File: config.mk
export PLATFORM = sky130hd
export DESIGN_NAME = dssr_scratch
export DESIGN_NICKNAME = d
export VERILOG_FILES = /design/src/dssr_pkg.sv /design/src/dssr_scratch.sv
export SDC_FILE = /design/constraint.sdc
export NUM_CORES = 1
export LEC_CHECK = 0
export BUFFER_PORTS_ARGS = -buffer_cell sky130_fd_sc_hd__buf_4
export CORE_MARGIN = 1
export CORE_UTILIZATION = 55
export CTS_CLUSTER_DIAMETER = 200
export DETAILED_ROUTE_END_ITERATION = 10
export HOLD_SLACK_MARGIN = 0.15
export PLACE_DENSITY = 0.89
export SETUP_SLACK_MARGIN = 0.5
export SYNTH_ARGS = -nofsm -noshare
export SYNTH_HDL_FRONTEND = slang
export SYNTH_SLANG_ARGS = --single-unit
File: constraint.sdc
create_clock -name core_clk -period 5.2 [get_ports core_clk]
set_input_delay 1.04 -clock core_clk [delete_from_list [all_inputs] [get_ports core_clk]]
set_output_delay 1.04 -clock core_clk [all_outputs]
set_load 0.005 [all_outputs]
File: src/dssr_pkg.sv
// Functional notes
// - Five read/write scratch words sit at byte offsets 0ACh to 0BCh.
// - Each scratch word is 32 bits and both bus sides may read and write it.
// - A value written from one side is returned to reads from the other.
// - Scratch accesses store or return data only and never raise an irq.
// - Reset clears every scratch word to all zeros.
// - Offsets 0C0h to 0FCh are reserved and hold no functional register.
package dssr_pkg;

  // ******************************************************************
  // Data path sizes
  // ******************************************************************
  localparam int DATA_W = 32;
  localparam int BE_W = 4;
  localparam int BYTE_W = 8;
  localparam int ADDR_W = 12;
  localparam int SCR_COUNT = 5;
  localparam int IDX_W = 3;
  localparam int WORD_LSB = 2;

  // ******************************************************************
  // Register map, byte addresses
  // ******************************************************************
  localparam logic [31:0] OFF_SHARED_SCRATCH_3 = 32'h0000_00ac;
  localparam logic [31:0] OFF_SHARED_SCRATCH_4 = 32'h0000_00b0;
  localparam logic [31:0] OFF_SHARED_SCRATCH_5 = 32'h0000_00b4;
  localparam logic [31:0] OFF_SHARED_SCRATCH_6 = 32'h0000_00b8;
  localparam logic [31:0] OFF_SHARED_SCRATCH_7 = 32'h0000_00bc;
  localparam logic [31:0] SCR_BASE = OFF_SHARED_SCRATCH_3;
  localparam logic [31:0] SCR_LAST = OFF_SHARED_SCRATCH_7;
  localparam logic [31:0] RSV_BASE = 32'h0000_00c0;
  localparam logic [31:0] RSV_LAST = 32'h0000_00fc;

  // ******************************************************************
  // Reset value and reserved read value
  // ******************************************************************
  localparam logic [DATA_W-1:0] SCR_RESET = 32'h0000_0000;
  localparam logic [DATA_W-1:0] RSV_READ = 32'h0000_0000;

endpackage

File: src/dssr_scratch.sv
`timescale 1ns/1ps
module dssr_scratch #(
  parameter int ADDR_W = dssr_pkg::ADDR_W
) (
  input wire logic core_clk,
  input wire logic rst_n,
  input wire logic priReq,
  input wire logic priWe,
  input wire logic [ADDR_W-1:0] priAddr,
  input wire logic [dssr_pkg::BE_W-1:0] priBe,
  input wire logic [dssr_pkg::DATA_W-1:0] priWdata,
  output logic priAck_q,
  output logic priHit_q,
  output logic [dssr_pkg::DATA_W-1:0] priRdata_q,
  input wire logic secReq,
  input wire logic secWe,
  input wire logic [ADDR_W-1:0] secAddr,
  input wire logic [dssr_pkg::BE_W-1:0] secBe,
  input wire logic [dssr_pkg::DATA_W-1:0] secWdata,
  output logic secAck_q,
  output logic secHit_q,
  output logic [dssr_pkg::DATA_W-1:0] secRdata_q
);

  localparam int DW = dssr_pkg::DATA_W;
  localparam int NR = dssr_pkg::SCR_COUNT;
  localparam int IW = dssr_pkg::IDX_W;

  // ******************************************************************
  // Elaboration check
  // ******************************************************************
  // The map reaches 0FCh, so fewer than eight address bits cannot decode it.
  if (ADDR_W < 8 || ADDR_W > 32) begin : gBadAddrW
    $error("dssr_scratch: ADDR_W must lie between 8 and 32.");
  end

  // Read view of all byte lane flops; each lane drives its own slice.
  wire logic [NR-1:0][DW-1:0] scratchWords;

  // ******************************************************************
  // Address decode, primary side
  // ******************************************************************
  // Address bits 1:0 are ignored; byte enables pick the lanes instead.
  wire logic [31:0] priAddr32 = 32'(priAddr);
  wire logic priScrHit = priAddr32 >= dssr_pkg::SCR_BASE &&
                         priAddr32 <= (dssr_pkg::SCR_LAST | 32'h3);
  wire logic priRsvHit = priAddr32 >= dssr_pkg::RSV_BASE &&
                         priAddr32 <= (dssr_pkg::RSV_LAST | 32'h3);
  wire logic [IW-1:0] priIdx =
    IW'((priAddr32 - dssr_pkg::SCR_BASE) >> dssr_pkg::WORD_LSB);
  wire logic priWrScr = priReq && priWe && priScrHit;
  wire logic priRdScr = priReq && !priWe && priScrHit;
  wire logic [DW-1:0] priRdSel =
    priRdScr ? scratchWords[priIdx] : dssr_pkg::RSV_READ;

  // ******************************************************************
  // Address decode, secondary side
  // ******************************************************************
  wire logic [31:0] secAddr32 = 32'(secAddr);
  wire logic secScrHit = secAddr32 >= dssr_pkg::SCR_BASE &&
                         secAddr32 <= (dssr_pkg::SCR_LAST | 32'h3);
  wire logic secRsvHit = secAddr32 >= dssr_pkg::RSV_BASE &&
                         secAddr32 <= (dssr_pkg::RSV_LAST | 32'h3);
  wire logic [IW-1:0] secIdx =
    IW'((secAddr32 - dssr_pkg::SCR_BASE) >> dssr_pkg::WORD_LSB);
  wire logic secWrScr = secReq && secWe && secScrHit;
  wire logic secRdScr = secReq && !secWe && secScrHit;
  wire logic [DW-1:0] secRdSel =
    secRdScr ? scratchWords[secIdx] : dssr_pkg::RSV_READ;

  // ******************************************************************
  // Scratch storage
  // ******************************************************************
  // Each byte lane of each word picks its source on its own. When both sides
  // write the same lane in one cycle the primary side wins; software that
  // shares a word is expected to own it by convention, so no arbitration
  // beyond this fixed order is worth its area.
  for (genvar r = 0; r < NR; r++) begin : gReg
    for (genvar b = 0; b < dssr_pkg::BE_W; b++) begin : gLane
      wire logic priLaneWr = priWrScr && priIdx == IW'(r) && priBe[b];
      wire logic secLaneWr = secWrScr && secIdx == IW'(r) && secBe[b];
      localparam int LO = b * dssr_pkg::BYTE_W;
      logic [dssr_pkg::BYTE_W-1:0] lane_q;
      wire logic [dssr_pkg::BYTE_W-1:0] lane_d =
        priLaneWr ? priWdata[LO +: dssr_pkg::BYTE_W] :
        secLaneWr ? secWdata[LO +: dssr_pkg::BYTE_W] :
        lane_q;

      // Lane register; reset clears it, otherwise it keeps the last write.
      // Each lane owns its flop, so no two processes share one variable.
      always_ff @(posedge core_clk) begin
        if (!rst_n) begin
          lane_q <= dssr_pkg::SCR_RESET[LO +: dssr_pkg::BYTE_W];
        end else begin
          lane_q <= lane_d;
        end
      end

      // Publish the lane into the shared read view.
      assign scratchWords[r][LO +: dssr_pkg::BYTE_W] = lane_q;
    end
  end

  // ******************************************************************
  // Answer registers
  // ******************************************************************
  // Every request is answered one cycle later; read data is the word as it
  // stood before any write in the same cycle. Nothing here feeds an irq.
  wire logic [DW-1:0] priRdataD = priRdSel;
  wire logic [DW-1:0] secRdataD = secRdSel;

  // Primary answer flops.
  always_ff @(posedge core_clk) begin
    if (!rst_n) begin
      priAck_q <= 1'b0;
      priHit_q <= 1'b0;
      priRdata_q <= dssr_pkg::SCR_RESET;
    end else begin
      priAck_q <= priReq;
      priHit_q <= priReq && (priScrHit || priRsvHit);
      priRdata_q <= priRdataD;
    end
  end

  // Secondary answer flops.
  always_ff @(posedge core_clk) begin
    if (!rst_n) begin
      secAck_q <= 1'b0;
      secHit_q <= 1'b0;
      secRdata_q <= dssr_pkg::SCR_RESET;
    end else begin
      secAck_q <= secReq;
      secHit_q <= secReq && (secScrHit || secRsvHit);
      secRdata_q <= secRdataD;
    end
  end

  // ******************************************************************
  // Checks
  // ******************************************************************
  wire logic anyScrWr = priWrScr || secWrScr;
endmodule

==> results of run 1 <==
-- state kept, by name (all words and copies together) (netlist names) --
signal             flops
gReg.gLane.lane_q    160
secRdata_q            32
priHit_q               1
priAck_q               1
secHit_q               1
secAck_q               1
priRdata_q            32
-- layout make-up --
class                           instances  area share (%)
Antenna cell                            1          0.0175
Clock buffer                           39            5.24
Clock inverter                          5           0.395
Inverter                                7           0.184
Multi-Input combinational cell        797            49.9
Sequential cell                       228            32.0
Tap cell                              280            2.46
Timing Repair Buffer                  187            9.84
-- metrics by stage --
stage / power [mW] / hold WS, ns
floorplan: 2.00 / 0.487
global placement: 2.16 / 0.516
detailed placement: 2.17 / 0.519
CTS: 3.88 / 0.532
global route: 3.99 / 0.570
finish: 3.90 / 0.533
-- Yosys cell counts (all sizes together), types with 3 or more instances --
| library cell | number | share of area, % |
|---|---|---|
| dfxtp | 228 | 37 |
| or3 | 13 | 0.71 |
| a21oi | 161 | 6.6 |
| nor3 | 3 | 0.12 |
| o21ai | 34 | 1.4 |
| clkbuf | 83 | 2.6 |
| mux2i | 161 | 13 |
| nand2 | 8 | 0.25 |
| nand4 | 8 | 0.41 |
| inv | 7 | 0.22 |
| ha | 10 | 1.0 |
| mux4 | 64 | 12 |
| nor2 | 64 | 2.0 |
| nand3 | 14 | 0.57 |
| buf | 39 | 2.0 |
| o41ai | 128 | 9.2 |
| nand4b | 22 | 1.6 |
| a22oi | 64 | 3.9 |
| nor4 | 22 | 3.6 |
| or4 | 6 | 0.37 |
-- critical path: stages --
cell and delay (ns):
buf_4 0.34, ha_1 0.51, xnor2_4 0.41, nor4_4 1.05
mux2i_1 0.31, a21oi_1 0.09
-- path summary, 6_finish.rpt --
path | to | slack (ns) | cells past startpoint
setup reg to reg | secRdata_q[31]$_SDFF_PN0_ | 3.90 | 3
hold / removal | secRdata_q[14]$_SDFF_PN0_ | 0.53 | 2
hold reg to reg | secRdata_q[14]$_SDFF_PN0_ | 0.53 | 2
setup / recovery | gReg[2].gLane[3].lane_q[2]$_SDFFE_PN0P_ | 1.82 | 6
-- cells by family after synthesis --
family,Yosys count
AOI/OAI and AO/OA,391
DFF,228
muxes,225
and+or+nand+nor,168
buffers and inverters,129
adders and majority gates,10
xor gates and xnor gates,3
-- power groups by stage --
stage | clock network (mW) | registers (mW) | logic, mW
final | 1.75 | 1.75 | 0.398
after detailed placement | 0 | 1.79 | 0.380
after CTS | 1.75 | 1.75 | 0.383
after global placement | 0 | 1.79 | 0.373
after floorplan | 0 | 1.79 | 0.217
after global routing | 1.83 | 1.75 | 0.411
-- layer usage --
layer	track usage, %	vias to the layer above	part of all wire, %	wire (µm)
met4	19.2	0	5.2	2020
li1	-	4812	-	-
met1	42.1	5279	36	14000
met5	0	-	0	0
met3	9.22	204	13	5140
met2	52.5	892	45	17600
==> metrics, run 1 <==
clk_skew=0.0249 ns; final count of pins violating max slew=0; Post-synth EDFFs=0; internal power=2.91 mW; global-route wire length before repair=59200 µm; Worst EP arrival=3.77 ns; routability cong.=between 0.8 and 0.9; vias=11200; Clock Path Buffers=3; Adder-Cell Fraction of Synth Area=1.03%; period utilization=65.0%; Die Height=151 µm; post-route antenna net violation count=0; DIE AREA=approximately 23000 µm²; total of max-cap violations=0; post-synthesis simple-gate area fraction=10.1%; sequential area share after synthesis=37.4%; routed wire length=38800 µm; initial antenna violation count=1; Post-synth ARST share=0%; largest net degree at the start of global routing=84; vias in the first global route=10800; clk slew on worst S/H paths=around 0.06 ns; Chip Width=151 µm; total grt overflow=0; Clock power frac=45.0%; post-route cell area=around 14000 µm²; port bufs=165; compound-gate portion of the synthesized area=21.4%; initial DRC count=between 1000 and 1500; share of post-route cells with drive strength above 1=25.1%; combinational group share of total power=10.2%; synthesis-stage register bit count=228; TritonCTS Sinks=228; CTS HTree Levels=1; CP Data Required Time=roughly 5.6 ns; Power Dens Cells=about 270 nW/µm²; largest family of logic cells by synthesized area=multiplexers; register area=between 4000 and 5000 µm²; post-synthesis mux area share=25.0%; status=finished, final reports clean; worst skew pair latency=0.53 ns; fmax=0.296 GHz; Setup WS post-layout=1.82 ns; Hold-fix buffers, CTS=0; io pins=between 150 and 200; fillcell total=1667; Place WS=1.42 ns; standard-cell rows=54; crit end category=flop; syn_nets=1266; gr usage total=between 30% and 40%; most frequent cells in the layout=dfxtp_1 (228), buf_4 (187), a21oi_1 (161); total core area=21800 µm²; placed cell count=between 1000 and 1500; TritonCTS clock tree=built; Layout Cells excl Fill=1544; Worst R2R Start=gReg[0].gLane[3].lane_q[7]$_SDFFE_PN0P_; Synth Warn #=0; Worst-Margin Slew=1.16 ns; relative slew slack=approximately 23%; static leakage=4.53 nW; Switch Pwr=0.988 mW; Final nets=between 1000 and 1500; post-CTS setup buffer count=0; post-synthesis cell type count=39; drt first pass iters=8; Area growth syn-to-layout=16.9%; Avg WL per Cell=25.1 µm; Post-Route Utilization=65.4%; crit-path max FO=18; RSZ-0062 raised after global routing=no; most common cell after layout, fill and taps aside=dfxtp_1; minimum clock period=3.38 ns; Final Hold Fails=0; Max VDD drop=0.212 mV; startpoint of the worst hold path=gReg[4].gLane[1].lane_q[6]$_SDFFE_PN0P_; CTS buffer count=25; synthesized area=12200 µm²; Via-to-Cell Ratio=7.25; Remaining DRCs=0; part of the power in registers=approximately 45%; setup TNS=0 ns; Net Sw Frac=25.3%; Initial Util=55.9%; Area after DPL=13500 µm²; worst hold path class=reg -> reg; startpoint types=input port; multi-input logic area=7120 µm²; syn_area_per_cell=10.6 µm²; Setup crit start=secAddr[2]; Gate Count Post-Synth=1154; Post-Synth XOR/XNOR Area=0.369%; cts repair resizes=0; Final HPWL DP=24000 µm; Root Driver=clkbuf_16; Primary FF master, synth=dfxtp_1; number of setup violations in the final report=0; Crit Path Class=in -> reg
Power figures use the tool's default switching activity.
==> run 2, diff against run 1 <==
Clock period 5.2 ns to 3.3 ns, I/O delays scaled along.
==> metrics, run 2 (synthesized netlist as in run 1, its figures left out) <==
CP Data Required Time=3.69 ns (-1.90 ns); Final nets=1396 (+2.8%); post-route antenna net violation count=0 (unchanged); fmax=around 0.4 GHz; status=finished, final reports clean; post-CTS setup buffer count=0 (unchanged); Via-to-Cell Ratio=7.17 (-1.0%); fillcell total=1633 (-2.0%); Hold Path Depth=2 (unchanged); startpoint of the worst hold path=secReq; Crit path max-delay family=buffers and inverters; biggest regs=gReg.gLane.lane_q x160, priRdata_q x32, secRdata_q x32; clk_skew=0.00599 ns (-0.0189 ns); routability cong.=0.914 (+1.7%); cts repair resizes=0 (unchanged); RSZ-0062 raised after global routing=no; routed wire length=38900 µm (+0.46%); Worst-Margin Slew=0.826 ns (-0.335 ns); share of post-route cells with drive strength above 1=27.1% (+2.0 points); Initial Util=55.9% (unchanged); initial DRC count=1391 (-6.5%); initial antenna violation count=1 (unchanged); period utilization=74.7%; minimum clock period=2.47 ns; Root Driver=clkbuf_16; Final Hold Fails=0 (unchanged); worst hold path class=in -> reg; post-route cell area=14500 µm² (+1.7%); standard-cell rows=54 (unchanged); Clock Path Buffers=3 (unchanged); drt first pass iters=6 (-2); Die Height=151 µm (unchanged); worst skew pair latency=0.52 ns (about the same); io pins=170 (unchanged); most common cell after layout, fill and taps aside=dfxtp_1; CTS HTree Levels=1 (unchanged); crit-path cells=buf_4 > buf_4 > ha_1 > nand4b_1 > nor4_4 > buf_4 > mux2i_1 > a21oi_1; Reg2Reg Depth=3 (unchanged); Final HPWL DP=24400 µm (+1.8%); Worst R2R Start=gReg[2].gLane[2].lane_q[0]$_SDFFE_PN0P_; port bufs=165 (unchanged); gr usage total=34.0% (+0.32 points); Worst EP arrival=2.85 ns (-0.92 ns); crit end category=flop; startpoint types=input port; Setup WS post-layout=0.834 ns (-0.989 ns); crit-path max FO=34 (+16); TritonCTS clock tree=built; relative slew slack=44.9% (+22 points); Chip Width=151 µm (unchanged); Crit path top cell by count=buf_4; vias in the first global route=11200 (+3.9%); Power Dens Cells=415 nW/µm² (+52%); clk slew on worst S/H paths=0.06 ns (about the same); global-route wire length before repair=60400 µm (+2.0%); hold_ws=0.376 ns (-0.157 ns); Avg WL per Cell=24.7 µm (-1.6%); reg2reg end=priRdata_q[16]$_SDFF_PN0_; CTS buffer count=24 (-4.0%); final count of pins violating max slew=0 (unchanged); CP max-delay cell=buf_4; DIE AREA=22800 µm² (unchanged); Largest Register=gReg.gLane.lane_q; largest net degree at the start of global routing=81 (-3.6%); number of setup violations in the final report=0 (unchanged); most frequent cells in the layout=dfxtp_1 (228), buf_4 (225), a21oi_1 (161); setup TNS=0 ns (unchanged); TritonCTS Sinks=228 (unchanged); Largest register FFs=160 (unchanged); Area after DPL=13800 µm² (+2.3%); total of max-cap violations=0 (unchanged); static leakage=4.70 nW (+3.8%); vias=11300 (+1.1%); placed cell count=1538 (+2.6%); Max VDD drop=0.328 mV (+55%); Layout Cells excl Fill=1577 (+2.1%); Buffers & Inverters on Critical Path=3 (+2); total core area=21800 µm² (unchanged); Hold-fix buffers, CTS=0 (unchanged); total grt overflow=0 (unchanged); CP max stage delay=0.62 ns (-0.43 ns); Hold Path Sink=secAck_q$_SDFF_PN0_; Crit Path Class=in -> reg; Remaining DRCs=0 (unchanged); Place WS=0.352 ns (-1.06 ns); Worst R2R Setup Slack=2.05 ns (-1.85 ns); Area growth syn-to-layout=18.9%
run 2: through the flow:
step           util, %  power [mW]
2_1_floorplan        -        3.16
3_3_place_gp      63.1        3.42
3_5_place_dp      63.1        3.43
4_1_cts           66.5        6.01
5_1_grt           66.5        6.16
6_report          66.5        6.03
run 2: worst reg2reg max path: cells and delay by family, from the launching register on:
family,cells,cell delay (ns)
mux,1,0.47
flops,1,0.32
compound gates,1,0.26
simple gates,1,0.07
run 2: final cells by class:
cell class,count,area [µm²],share of cell area (%)
clock buffers,35,703,4.85
inverters,7,26.3,0.181
clock inverters,3,40.0,0.276
repair buffers,226,1710,11.8
well taps,280,350,2.41
flip-flops and latches,228,4560,31.5
diodes,1,2.50,0.0172
multi-input cells,797,7120,49.0
run 2: power breakdown:
part	total [mW]	leakage [nW]	switching, mW	internal [mW]
clock network	2.63	0.366	1.09	1.54
registers	2.75	1.84	0.000754	2.75
logic	0.645	2.50	0.423	0.222
total	6.03	4.70	1.52	4.51
run 2: routing by layer:
layer  vias up  wire length, µm  track usage (%)
met5         -                0                0
met4         0             1780             17.9
met3       158             4760             8.49
met2       866            18100             53.2
met1      5398            14400             43.4
li1       4888                -                -
run 2: worst max path at each step:
stage / startpoint / end / slack, ns / cells past startpoint
6_report: secAddr[2] / gReg[0].gLane[0].lane_q[7]$_SDFFE_PN0P_ / 0.83 / 8
2_1_floorplan: priAddr[2] / priRdata_q[0]$_SDFF_PN0_ / 0.85 / 8
4_1_cts: secAddr[2] / gReg[4].gLane[3].lane_q[1]$_SDFFE_PN0P_ / 0.85 / 8
3_3_place_gp: secAddr[2] / gReg[4].gLane[1].lane_q[5]$_SDFFE_PN0P_ / 0.40 / 8
5_1_grt: secAddr[2] / gReg[0].gLane[1].lane_q[0]$_SDFFE_PN0P_ / 0.67 / 8
3_5_place_dp: secAddr[2] / gReg[4].gLane[3].lane_q[0]$_SDFFE_PN0P_ / 0.35 / 8
